**src/logic/csm_pkg.sv**
```systemverilog
// constants, types and register map of the colour sensor measurement control
package csm_pkg;

	// register indices on the internal register port
	localparam logic [4:0] ADDR_FUNC_ENABLE   = 5'h00;
	localparam logic [4:0] ADDR_INTEG_PERIOD  = 5'h01;
	localparam logic [4:0] ADDR_WAIT_PERIOD   = 5'h03;
	localparam logic [4:0] ADDR_LOW_THR_LO    = 5'h04;
	localparam logic [4:0] ADDR_LOW_THR_HI    = 5'h05;
	localparam logic [4:0] ADDR_HIGH_THR_LO   = 5'h06;
	localparam logic [4:0] ADDR_HIGH_THR_HI   = 5'h07;
	localparam logic [4:0] ADDR_INT_FILTER    = 5'h0c;
	localparam logic [4:0] ADDR_CONFIG        = 5'h0d;
	localparam logic [4:0] ADDR_STATUS        = 5'h13;
	localparam logic [4:0] ADDR_CLEAR_LO      = 5'h14;
	localparam logic [4:0] ADDR_CLEAR_HI      = 5'h15;

	// special function code that clears the pending interrupt
	localparam logic [4:0] SF_IRQ_CLEAR       = 5'h06;

	// field positions
	localparam int BIT_OSC_POWER_ON   = 0;
	localparam int BIT_CONV_ENABLE    = 1;
	localparam int BIT_WAIT_ENABLE    = 3;
	localparam int BIT_MEAS_IRQ_GATE  = 4;
	localparam int BIT_WAIT_STRETCH   = 1;
	localparam int BIT_RESULT_READY   = 0;
	localparam int BIT_CLEAR_IRQ_FLAG = 4;

	// writable bits of each control register
	localparam logic [7:0] FUNC_ENABLE_MASK = 8'h1b;
	localparam logic [7:0] CONFIG_MASK      = 8'h02;
	localparam logic [7:0] FILTER_MASK      = 8'h0f;

	// reset values
	localparam logic [7:0] RST_FUNC_ENABLE  = 8'h00;
	localparam logic [7:0] RST_PERIOD       = 8'hff;
	localparam logic [7:0] RST_ZERO         = 8'h00;

	// timing: one step is 2.4 ms at a 25 ns clock
	localparam int STEP_TIME_NS   = 2400000;
	localparam int CLK_PERIOD_NS  = 25;
	localparam int STEP_CYCLES    = STEP_TIME_NS / CLK_PERIOD_NS;
	localparam logic [3:0]  STRETCH_LAST   = 4'hb;   // twelve sub-steps, 0..11
	localparam logic [8:0]  FULL_PERIOD    = 9'h100; // 256 steps
	localparam int          MAX_COUNT_SHIFT = 10;    // steps times 1024
	localparam logic [18:0] MAX_COUNT_SAT  = 19'h0ffff;

	// persistence coding
	localparam logic [3:0] FILTER_EVERY    = 4'h0;
	localparam logic [3:0] FILTER_LINEAR   = 4'h3;   // codes 1..3 need that many
	localparam logic [3:0] FILTER_STEP5    = 4'h7;   // from here (code-3)*5
	localparam logic [5:0] FILTER_FIVE     = 6'h05;
	localparam logic [5:0] FILTER_TEN      = 6'h0a;
	localparam logic [5:0] FILTER_FIFTEEN  = 6'h0f;

	typedef enum logic [2:0] {
		ST_OFF,
		ST_WARM,
		ST_READY,
		ST_INTEG,
		ST_WAIT
	} csm_state_e;

	// one access on the internal register port
	typedef struct packed {
		logic       wr;     // write strobe
		logic       rd;     // read strobe
		logic [4:0] addr;   // register index
		logic [7:0] wdata;  // write data
	} csm_regbus_s;

	// special function command from the command decoder
	typedef struct packed {
		logic       valid;  // one-cycle strobe
		logic [4:0] code;   // special function field
	} csm_sfcmd_s;

	// whole state of the block
	typedef struct packed {
		logic [7:0]  func_enable;
		logic [7:0]  integration_period;
		logic [7:0]  wait_period;
		logic [15:0] low_threshold;
		logic [15:0] high_threshold;
		logic [7:0]  interrupt_filter;
		logic [7:0]  config_reg;
		csm_state_e  state;
		logic [16:0] cycle_cnt;
		logic [8:0]  step_cnt;
		logic [3:0]  stretch_cnt;
		logic [5:0]  persist_cnt;
		logic        result_ready;
		logic        clear_chan_irq_flag;
		logic [15:0] clear_data;
		logic [7:0]  rd_data;
		logic        integ_done;
	} csm_core_s;

endpackage
```
**src/logic/csm_measure_ctrl.sv**
```systemverilog
// measurement sequencer, threshold compare and interrupt of the colour sensor
`timescale 1ns/100ps

module csm_measure_ctrl #(
	parameter int STEP_CYC = csm_pkg::STEP_CYCLES // cycles per 2.4 ms step
) (
	input  wire logic               ref_clk,      // 40 MHz clock
	input  wire logic               rst,          // async reset, active high
	input  wire csm_pkg::csm_regbus_s reg_bus,    // register port from command decoder
	input  wire csm_pkg::csm_sfcmd_s  sf_cmd,     // special function strobe
	output logic [7:0]              reg_rd_data,  // read data, one cycle after rd
	input  wire logic [15:0]        clear_result, // clear channel count from converter
	output logic                    osc_on,       // oscillator running
	output logic                    integrating,  // converters integrating
	output logic                    integ_done,   // pulse: integration finished
	output logic                    result_ready, // status bit zero
	output logic                    irq_n         // interrupt pin, active low
);
	import csm_pkg::*;

	// sequencer states:
	//   off   - oscillator stopped, every timer held at zero
	//   warm  - one step of settling after power-on
	//   ready - oscillator running, conversions not enabled
	//   integ - colour channels integrating, one step per tick
	//   wait  - optional pause between integrations
	// one step is STEP_CYC clocks; with stretch on, twelve ticks make a wait step
	//
	// hazards:
	//   periods may be rewritten mid-run; the phase ends at the next tick once
	//   the step count has reached the new length, so nothing wraps around
	//   the persistence count survives an interrupt clear; only an in-range
	//   result, stopping conversions or dropping the oscillator brings it back to zero
	//   the interrupt flag is kept while powered down, only the clear drops it

	csm_core_s cur_ff;
	csm_core_s nxt_cur;

	// register write decode, used for every writable register
	function automatic logic wr_hit(input csm_regbus_s b, input logic [4:0] a);
		wr_hit = b.wr && (b.addr == a);
	endfunction

	// consecutive out-of-range results needed for a filter code
	function automatic logic [5:0] filter_need(input logic [3:0] code);
		logic [5:0] c6;
		c6 = {2'h0, code};
		filter_need = c6;
		if (code <= FILTER_LINEAR) begin
			filter_need = c6;
		end else if (code >= FILTER_STEP5) begin
			filter_need = 6'((c6 - {2'h0, FILTER_LINEAR}) * FILTER_FIVE);
		end else begin
			case (code)
				4'h4:    filter_need = FILTER_FIVE;
				4'h5:    filter_need = FILTER_TEN;
				default: filter_need = FILTER_FIFTEEN;
			endcase
		end
	endfunction

	// register read mux
	function automatic logic [7:0] rd_mux(input csm_core_s s, input logic [4:0] a);
		case (a)
			ADDR_FUNC_ENABLE:  rd_mux = s.func_enable;
			ADDR_INTEG_PERIOD: rd_mux = s.integration_period;
			ADDR_WAIT_PERIOD:  rd_mux = s.wait_period;
			ADDR_LOW_THR_LO:   rd_mux = s.low_threshold[7:0];
			ADDR_LOW_THR_HI:   rd_mux = s.low_threshold[15:8];
			ADDR_HIGH_THR_LO:  rd_mux = s.high_threshold[7:0];
			ADDR_HIGH_THR_HI:  rd_mux = s.high_threshold[15:8];
			ADDR_INT_FILTER:   rd_mux = s.interrupt_filter;
			ADDR_CONFIG:       rd_mux = s.config_reg;
			ADDR_STATUS: begin
				rd_mux = 8'h00;
				rd_mux[BIT_RESULT_READY]   = s.result_ready;
				rd_mux[BIT_CLEAR_IRQ_FLAG] = s.clear_chan_irq_flag;
			end
			ADDR_CLEAR_LO:     rd_mux = s.clear_data[7:0];
			ADDR_CLEAR_HI:     rd_mux = s.clear_data[15:8];
			default:           rd_mux = 8'h00;
		endcase
	endfunction

	// control bits and derived values
	logic        oscillator_power_on;
	logic        conversion_enable;
	logic        wait_enable;
	logic        measure_irq_gate;
	logic        wait_stretch_x12;
	logic [3:0]  filter_count_select;
	logic [8:0]  integ_steps;
	logic [8:0]  wait_steps;
	logic        step_tick;
	logic [18:0] max_count;
	logic [15:0] clamped;
	logic        below_low;
	logic        above_high;
	logic        out_of_range;
	logic [5:0]  persist_next;
	logic [8:0]  step_next;
	logic        integ_last;
	logic        wait_last;
	logic        irq_clear_req;

	// field extraction and arithmetic on the current state
	always_comb begin
		oscillator_power_on = cur_ff.func_enable[BIT_OSC_POWER_ON];
		conversion_enable   = cur_ff.func_enable[BIT_CONV_ENABLE];
		wait_enable         = cur_ff.func_enable[BIT_WAIT_ENABLE];
		measure_irq_gate    = cur_ff.func_enable[BIT_MEAS_IRQ_GATE];
		wait_stretch_x12    = cur_ff.config_reg[BIT_WAIT_STRETCH];
		filter_count_select = cur_ff.interrupt_filter[3:0];
		integ_steps = FULL_PERIOD - {1'b0, cur_ff.integration_period};
		wait_steps  = FULL_PERIOD - {1'b0, cur_ff.wait_period};
		step_tick   = (cur_ff.cycle_cnt == 17'(STEP_CYC - 1));
		// end of phase; >= lets a period shortened mid-run end at the next tick
		step_next   = cur_ff.step_cnt + 9'h001;
		integ_last  = (step_next >= integ_steps);
		wait_last   = (step_next >= wait_steps);
		// result ceiling: steps times 1024, held to the 16-bit range
		max_count   = {integ_steps, 10'h000};
		if (max_count > MAX_COUNT_SAT) begin
			max_count = MAX_COUNT_SAT;
		end
		// a count above the ceiling is cut to the ceiling before the compare
		if ({3'h0, clear_result} > max_count) begin
			clamped = max_count[15:0];
		end else begin
			clamped = clear_result;
		end
		// below the low or above the high threshold is out of range
		below_low    = (clamped < cur_ff.low_threshold);
		above_high   = (clamped > cur_ff.high_threshold);
		out_of_range = below_low || above_high;
		// persistence count stops at its top instead of wrapping to zero
		persist_next = cur_ff.persist_cnt;
		if (persist_next != 6'h3f) begin
			persist_next = persist_next + 6'h01;
		end
		// interrupt clear request from the special function port
		irq_clear_req = sf_cmd.valid && (sf_cmd.code == SF_IRQ_CLEAR);
	end

	// next state of the whole block
	always_comb begin
		nxt_cur            = cur_ff;
		nxt_cur.integ_done = 1'b0;

		// register writes
		// reserved bits are dropped here, so they always read back as zero
		if (wr_hit(reg_bus, ADDR_FUNC_ENABLE)) begin
			nxt_cur.func_enable = reg_bus.wdata & FUNC_ENABLE_MASK;
		end
		if (wr_hit(reg_bus, ADDR_INTEG_PERIOD)) begin
			nxt_cur.integration_period = reg_bus.wdata;
		end
		if (wr_hit(reg_bus, ADDR_WAIT_PERIOD)) begin
			nxt_cur.wait_period = reg_bus.wdata;
		end
		if (wr_hit(reg_bus, ADDR_LOW_THR_LO)) begin
			nxt_cur.low_threshold[7:0] = reg_bus.wdata;
		end
		if (wr_hit(reg_bus, ADDR_LOW_THR_HI)) begin
			nxt_cur.low_threshold[15:8] = reg_bus.wdata;
		end
		if (wr_hit(reg_bus, ADDR_HIGH_THR_LO)) begin
			nxt_cur.high_threshold[7:0] = reg_bus.wdata;
		end
		if (wr_hit(reg_bus, ADDR_HIGH_THR_HI)) begin
			nxt_cur.high_threshold[15:8] = reg_bus.wdata;
		end
		if (wr_hit(reg_bus, ADDR_INT_FILTER)) begin
			nxt_cur.interrupt_filter = reg_bus.wdata & FILTER_MASK;
		end
		if (wr_hit(reg_bus, ADDR_CONFIG)) begin
			nxt_cur.config_reg = reg_bus.wdata & CONFIG_MASK;
		end

		// register reads, answered one cycle later
		// the answer is held until the next read strobe
		if (reg_bus.rd) begin
			nxt_cur.rd_data = rd_mux(cur_ff, reg_bus.addr);
		end

		// interrupt clear command; a set below in the same cycle wins
		if (irq_clear_req) begin
			nxt_cur.clear_chan_irq_flag = 1'b0;
		end

		// step timer runs only with the oscillator on
		if (cur_ff.state == ST_OFF || cur_ff.state == ST_READY || step_tick) begin
			nxt_cur.cycle_cnt = 17'h00000;
		end else begin
			nxt_cur.cycle_cnt = cur_ff.cycle_cnt + 17'h00001;
		end

		// sequencer
		case (cur_ff.state)
			ST_OFF: begin
				// setting the power bit starts the warm-up step
				if (oscillator_power_on) begin
					nxt_cur.state = ST_WARM;
				end
			end
			ST_WARM: begin
				// one step of oscillator settling before the first integration
				if (step_tick) begin
					nxt_cur.state = ST_READY;
				end
			end
			ST_READY: begin
				// counters start from zero for a fresh integration
				if (conversion_enable) begin
					nxt_cur.state       = ST_INTEG;
					nxt_cur.step_cnt    = 9'h000;
					nxt_cur.stretch_cnt = 4'h0;
				end
			end
			ST_INTEG: begin
				if (step_tick) begin
					nxt_cur.step_cnt = step_next;
					if (integ_last) begin
						nxt_cur.integ_done   = 1'b1;
						nxt_cur.clear_data   = clamped;
						nxt_cur.result_ready = 1'b1;
						nxt_cur.step_cnt     = 9'h000;
						nxt_cur.stretch_cnt  = 4'h0;
						// threshold filter; set wins over a clear in this cycle
						if (measure_irq_gate) begin
							if (filter_count_select == FILTER_EVERY) begin
								nxt_cur.clear_chan_irq_flag = 1'b1;
							end else if (out_of_range) begin
								nxt_cur.persist_cnt = persist_next;
								if (persist_next >= filter_need(filter_count_select)) begin
									nxt_cur.clear_chan_irq_flag = 1'b1;
								end
							end else begin
								nxt_cur.persist_cnt = 6'h00;
							end
						end
						// with the wait timer off the next integration follows at once
						if (wait_enable) begin
							nxt_cur.state = ST_WAIT;
						end
					end
				end
			end
			ST_WAIT: begin
				if (step_tick) begin
					// with stretch on, twelve ticks make one wait step
					if (wait_stretch_x12 && cur_ff.stretch_cnt != STRETCH_LAST) begin
						nxt_cur.stretch_cnt = cur_ff.stretch_cnt + 4'h1;
					end else begin
						nxt_cur.stretch_cnt = 4'h0;
						nxt_cur.step_cnt    = step_next;
						if (wait_last) begin
							nxt_cur.step_cnt = 9'h000;
							nxt_cur.state    = ST_INTEG;
						end
					end
				end
				// switching the wait timer off restarts the step timer, so the
				// integration that follows still gets whole steps
				if (!wait_enable) begin
					nxt_cur.state       = ST_INTEG;
					nxt_cur.cycle_cnt   = 17'h00000;
					nxt_cur.step_cnt    = 9'h000;
					nxt_cur.stretch_cnt = 4'h0;
				end
			end
			default: begin
				nxt_cur.state = ST_OFF;
			end
		endcase

		// disabling conversions parks the sequencer, dropping the oscillator stops all
		if (!conversion_enable &&
			(cur_ff.state == ST_INTEG || cur_ff.state == ST_WAIT)) begin
			nxt_cur.state        = ST_READY;
			nxt_cur.integ_done   = 1'b0;
			nxt_cur.result_ready = 1'b0;
			nxt_cur.persist_cnt  = 6'h00;
		end
		// a done pulse landing on the same edge is dropped with the run
		if (!oscillator_power_on) begin
			nxt_cur.state        = ST_OFF;
			nxt_cur.integ_done   = 1'b0;
			nxt_cur.result_ready = 1'b0;
			nxt_cur.persist_cnt  = 6'h00;
			nxt_cur.step_cnt     = 9'h000;
			nxt_cur.stretch_cnt  = 4'h0;
		end
	end

	// state register
	// reset puts every register at its reset value and the sequencer off
	always_ff @(posedge ref_clk or posedge rst) begin
		if (rst) begin
			cur_ff                     <= '0;
			cur_ff.func_enable         <= RST_FUNC_ENABLE;
			cur_ff.integration_period  <= RST_PERIOD;
			cur_ff.wait_period         <= RST_PERIOD;
			cur_ff.interrupt_filter    <= RST_ZERO;
			cur_ff.config_reg          <= RST_ZERO;
			cur_ff.state               <= ST_OFF;
		end else begin
			cur_ff <= nxt_cur;
		end
	end

	// outputs straight from the state register
	// the pin is gated by enable bit four too, so clearing it drops the pin at once
	assign reg_rd_data  = cur_ff.rd_data;
	assign osc_on       = (cur_ff.state != ST_OFF);
	assign integrating  = (cur_ff.state == ST_INTEG);
	assign integ_done   = cur_ff.integ_done;
	assign result_ready = cur_ff.result_ready;
	assign irq_n        = ~(cur_ff.clear_chan_irq_flag & measure_irq_gate);

endmodule

```
**config.mk**
```make
export PLATFORM = sky130hd
export DESIGN_NAME = csm_measure_ctrl
export DESIGN_NICKNAME = d
export VERILOG_FILES = /design/src/logic/csm_pkg.sv /design/src/logic/csm_measure_ctrl.sv
export SDC_FILE = /design/constraint.sdc
export NUM_CORES = 1
export LEC_CHECK = 0
export BUFFER_PORTS_ARGS = -buffer_cell sky130_fd_sc_hd__buf_4
export CAP_MARGIN = 5
export CORE_UTILIZATION = 55
export CTS_CLUSTER_DIAMETER = 150
export CTS_CLUSTER_SIZE = 14
export DETAILED_ROUTE_END_ITERATION = 8
export PLACE_DENSITY = 0.76
export SLEW_MARGIN = 20
export SYNTH_ARGS = -nofsm -noshare
export SYNTH_HDL_FRONTEND = slang
export SYNTH_SLANG_ARGS = --single-unit
```
**constraint.sdc**
```tcl
create_clock -name ref_clk -period 5.5 [get_ports ref_clk]
set_input_delay 0.55 -clock ref_clk [delete_from_list [all_inputs] [get_ports ref_clk]]
set_output_delay 0.55 -clock ref_clk [all_outputs]
set_load 0.02 [all_outputs]
```
==> qor_table.md <==
| Item | Reported |
|---|---|
| Die boundary height | 127 um |
| Setup slack at placement | 0.00477 ns |
| Wire length of the first global-routing pass | 36600 um |
| Final Total Pwr | 3280 uW |
| Total standard cell area after synthesis | 8640 sq um |
| Final critical-path setup slack | 0.119 ns |
| Die Outline Area | 16200 sq um |
| Nature of the critical path endpoint | flop |
| Sequential area share after synthesis | 0.359 |
| Share of Yosys cell area claimed by the top area cell type | 0.310 |
| Setup CP Type | reg2reg |
| IO buf count | 51 |
| Root Buffer Master | clkbuf_16 |
| Most area-hungry cell type in the Yosys netlist | dfrtp_1 |
| Outcome | completed |
| Number of max-cap violations | 0 |
| Aggregate routed wire length | 22900 um |
| Antenna violations before repair | 0 |
| Post-detailed-route count of antenna-violating nets | 0 |
| Overall overflow remaining after global route | 0 |
| Hold buffer count at CTS | 0 |
| Vias in the first global route | 6945 |
| Placement Rows | 45 |
| Endpoints failing setup | 0 |
| Most frequent cells in the layout | dfrtp_1, nand2_1, ha_1 |
| GPL Wtd Cong | 0.941 |
| FFs w/ async S/R, synth | 1.00 |
| Area growth from synthesis to final layout | 16.1% |
| I/O pin cnt | 52 |
| Max Clock Skew | 0.00696 ns |
| Setup slack on the worst flop-to-flop path | 0.12 ns |
| Data arrival, critical path | 5.75 ns |
| Total core area | 15300 sq um |
| Antenna cells | 0 |
| Capturing point of the worst reg2reg path | cur_ff[29] |
| Most frequently used flop master after synthesis | dfrtp_1 |
| Detailed-placement wirelength estimate | 16500 um |
| Htree depth | 4 |
| Worst rel slew slack | 0.278 |
| Total count of max-transition violations in the final report | 0 |
| Area after DPL | 9280 sq um |
| Detailed-route via count | 7355 |
| Static leakage | 0.00468 uW |
| Largest net degree at the start of global routing | 80 |
| GRT Overall Usage | 0.293 |
| Cell area power density | 327 nW/um^2 |
| Adder and majority gate portion of the synthesized area | 0.125 |
| Clock transition at path regs | 0.06 ns |
| Logic depth of the worst register-to-register path | 22 |
| Initial cell density of the core | 0.566 |
| Clock insertion delay at the later pin of the skew report | 0.43 ns |
| HP Class | in2async |
| Hold slack final | 0.142 ns |
| Drt pass-1 iters | 5 |
| Area of all placed cells without fillers | 10000 sq um |
| Startpoint of the worst register-to-register path | cur_ff[127] |
| Number of failing hold endpoints at the final stage | 0 |
| CTS Buffer Depth | 2 |
| Worst IR drop on VDD | 0.252 mV |
| Count of clock tree sinks | 123 |
| Setup TNS | 0 ns |
| Highest clock rate | 186 MHz |
| TritonCTS clock tree | yes |
| Synthesized-area fraction occupied by and/or/nand/nor cells | 0.171 |
| Avg Inst Size Synth | 9.50 sq um |
| Number of enable flip-flop cells after synthesis | 0 |
| DR DRC count | 0 |
| Floorplan die width | 127 um |
| Main combinational cell family by area after synthesis | simple AND/OR/NAND/NOR gates |
| Distinct cell type count after synthesis | 81 |
| Synthesized flop and latch total | 123 |
| Data required time of the worst path | 5.87 ns |
| Fraction of the mapped netlist area in compound gates | 0.152 |
| Number of DRC markers after the initial detailed-route iteration | 829 |
| Share of the clock period used by the worst path after layout | 0.978 |
| Fraction of final layout cells sized beyond drive strength 1 | 0.233 |
| Largest fanout on the critical path | 11 |
| Time the final worst path needs with I/O delays and setup | 5.38 ns |
| Synthesized netlist net count | 1033 |
| Yosys warning count | 0 |
| Commonest non-fill, non-tap cell in the layout | dfrtp_1 |
| Wire length per cell after detailed routing | 19.1 um |
| Slew at the pin closest to its max-slew limit | 1.08 ns |
| Number of buffers inserted during clock tree synthesis | 17 |
| Xor/xnor cell area share of the yosys netlist | 0.0345 |
| Number of cells produced by synthesis | 909 |
| Kind of start point of the critical path | flop |
| Multiplexer area fraction after synthesis | 0.109 |
| Largest cells by area after synthesis | dfrtp_1, ha_1, mux2_2 |
| Number of nets at the end of the flow | 1100 |
| Drt via density | 6.13 |
==> state kept, by name, summed over array words and instances (netlist names) <==
name,count
reg_rd_data,8
cur_ff,112
integ_done,1
result_ready,1
conversion_enable,1
==> report_power, final <==
part           switching, uW  leakage, uW  total [uW]  internal (uW)
clock network            411     0.000293        1130            724
logic                    553      0.00282         992            438
registers                129      0.00157        1150           1020
total                   1090      0.00468        3280           2190
==> metal layers <==
layer	wire, um	global-route usage	up-vias
met4	585	0.114	0
li1	-	-	3429
met1	9810	0.390	3588
met3	1570	0.0503	49
met5	0	0	-
met2	11000	0.476	289
==> cell families after synthesis <==
| kind of cell | count (synthesis) |
|---|---|
| DFF | 123 |
| and+or+nand+nor | 285 |
| buffers and inverters | 105 |
| adders and majority gates | 86 |
| AOI/OAI and AO/OA | 191 |
| xor gates and xnor gates | 34 |
| muxes | 85 |
==> final cells by class <==
class                           count  area (sq um)
Clock buffer                       25           505
Clock inverter                      7          87.6
Fill cell                        1201          5230
Inverter                           77           292
Multi-Input combinational cell    682          5210
Sequential cell                   123          3100
Tap cell                          211           264
Timing Repair Buffer               75           576
==> repair_timing <==
item | in CTS | in global routing
setup buffers | 0 | 5
pin swaps | 0 | 5
gates resized for setup | 1 | 17
cloned | 0 | 1
endpoints found under the hold margin | 0 | 0
setup endpoints to repair | 6 | 7
==> Yosys cell counts, drive strengths merged, types with 3 or more instances <==
library cell  number
or4                3
a21o              20
o22ai             16
a22oi              8
a31o               3
xnor2             13
a21oi             37
nor4bb             3
nor2b              5
and3              15
inv               77
a211oi             9
mux2              72
nor3              15
nand2             88
nand3             34
nor3b              3
a221oi             9
nand2b            17
ha                84
o211ai             9
nand4             13
xor2              21
dfstp             16
clkbuf            15
a222oi             3
nor4               7
or2                5
or3                8
nand3b             4
o21a               7
dfrtp            107
o31ai              4
mux2i             13
buf               13
a22o               5
a32oi              5
nor2              55
o21ai             38
==> how the worst max path moves through the flow <==
stage,endpoint,cells past startpoint,slack [ns],start
finish,cur_ff[29],22,0.12,cur_ff[127]
global route,cur_ff[29],22,-0.06,cur_ff[126]
CTS,cur_ff[29],20,0.05,cur_ff[127]
detailed placement,cur_ff[29],20,0.005,cur_ff[127]
global placement,cur_ff[29],20,0.20,cur_ff[127]
floorplan,cur_ff[29],23,0.25,cur_ff[126]
==> critical path, stage by stage (launching register included) <==
cell and delay [ns]:
dfstp_2 0.38, or4_4 0.55, o31ai_2 0.34, nand2_2 0.10, inv_1 0.14, buf_4 0.21
ha_1 0.16, nand2_1 0.09, nor4_4 0.35, o31ai_4 0.13, a22o_2 0.29, buf_4 0.16
buf_4 0.17, a21o_1 0.23, ha_1 0.31, a21oi_1 0.15, o21ai_0 0.10, a31o_1 0.24
a221oi_2 0.33, nor4b_4 0.30, a32oi_4 0.15, nor4b_2 0.30, a211o_1 0.13
==> stage by stage <==
stage                     instances   util
after floorplan                 909      -
after global placement         1161  0.608
after detailed placement       1161  0.608
after CTS                      1193  0.647
after global routing           1200  0.657
final                          1200  0.657
(Power assumes the default switching activity.)
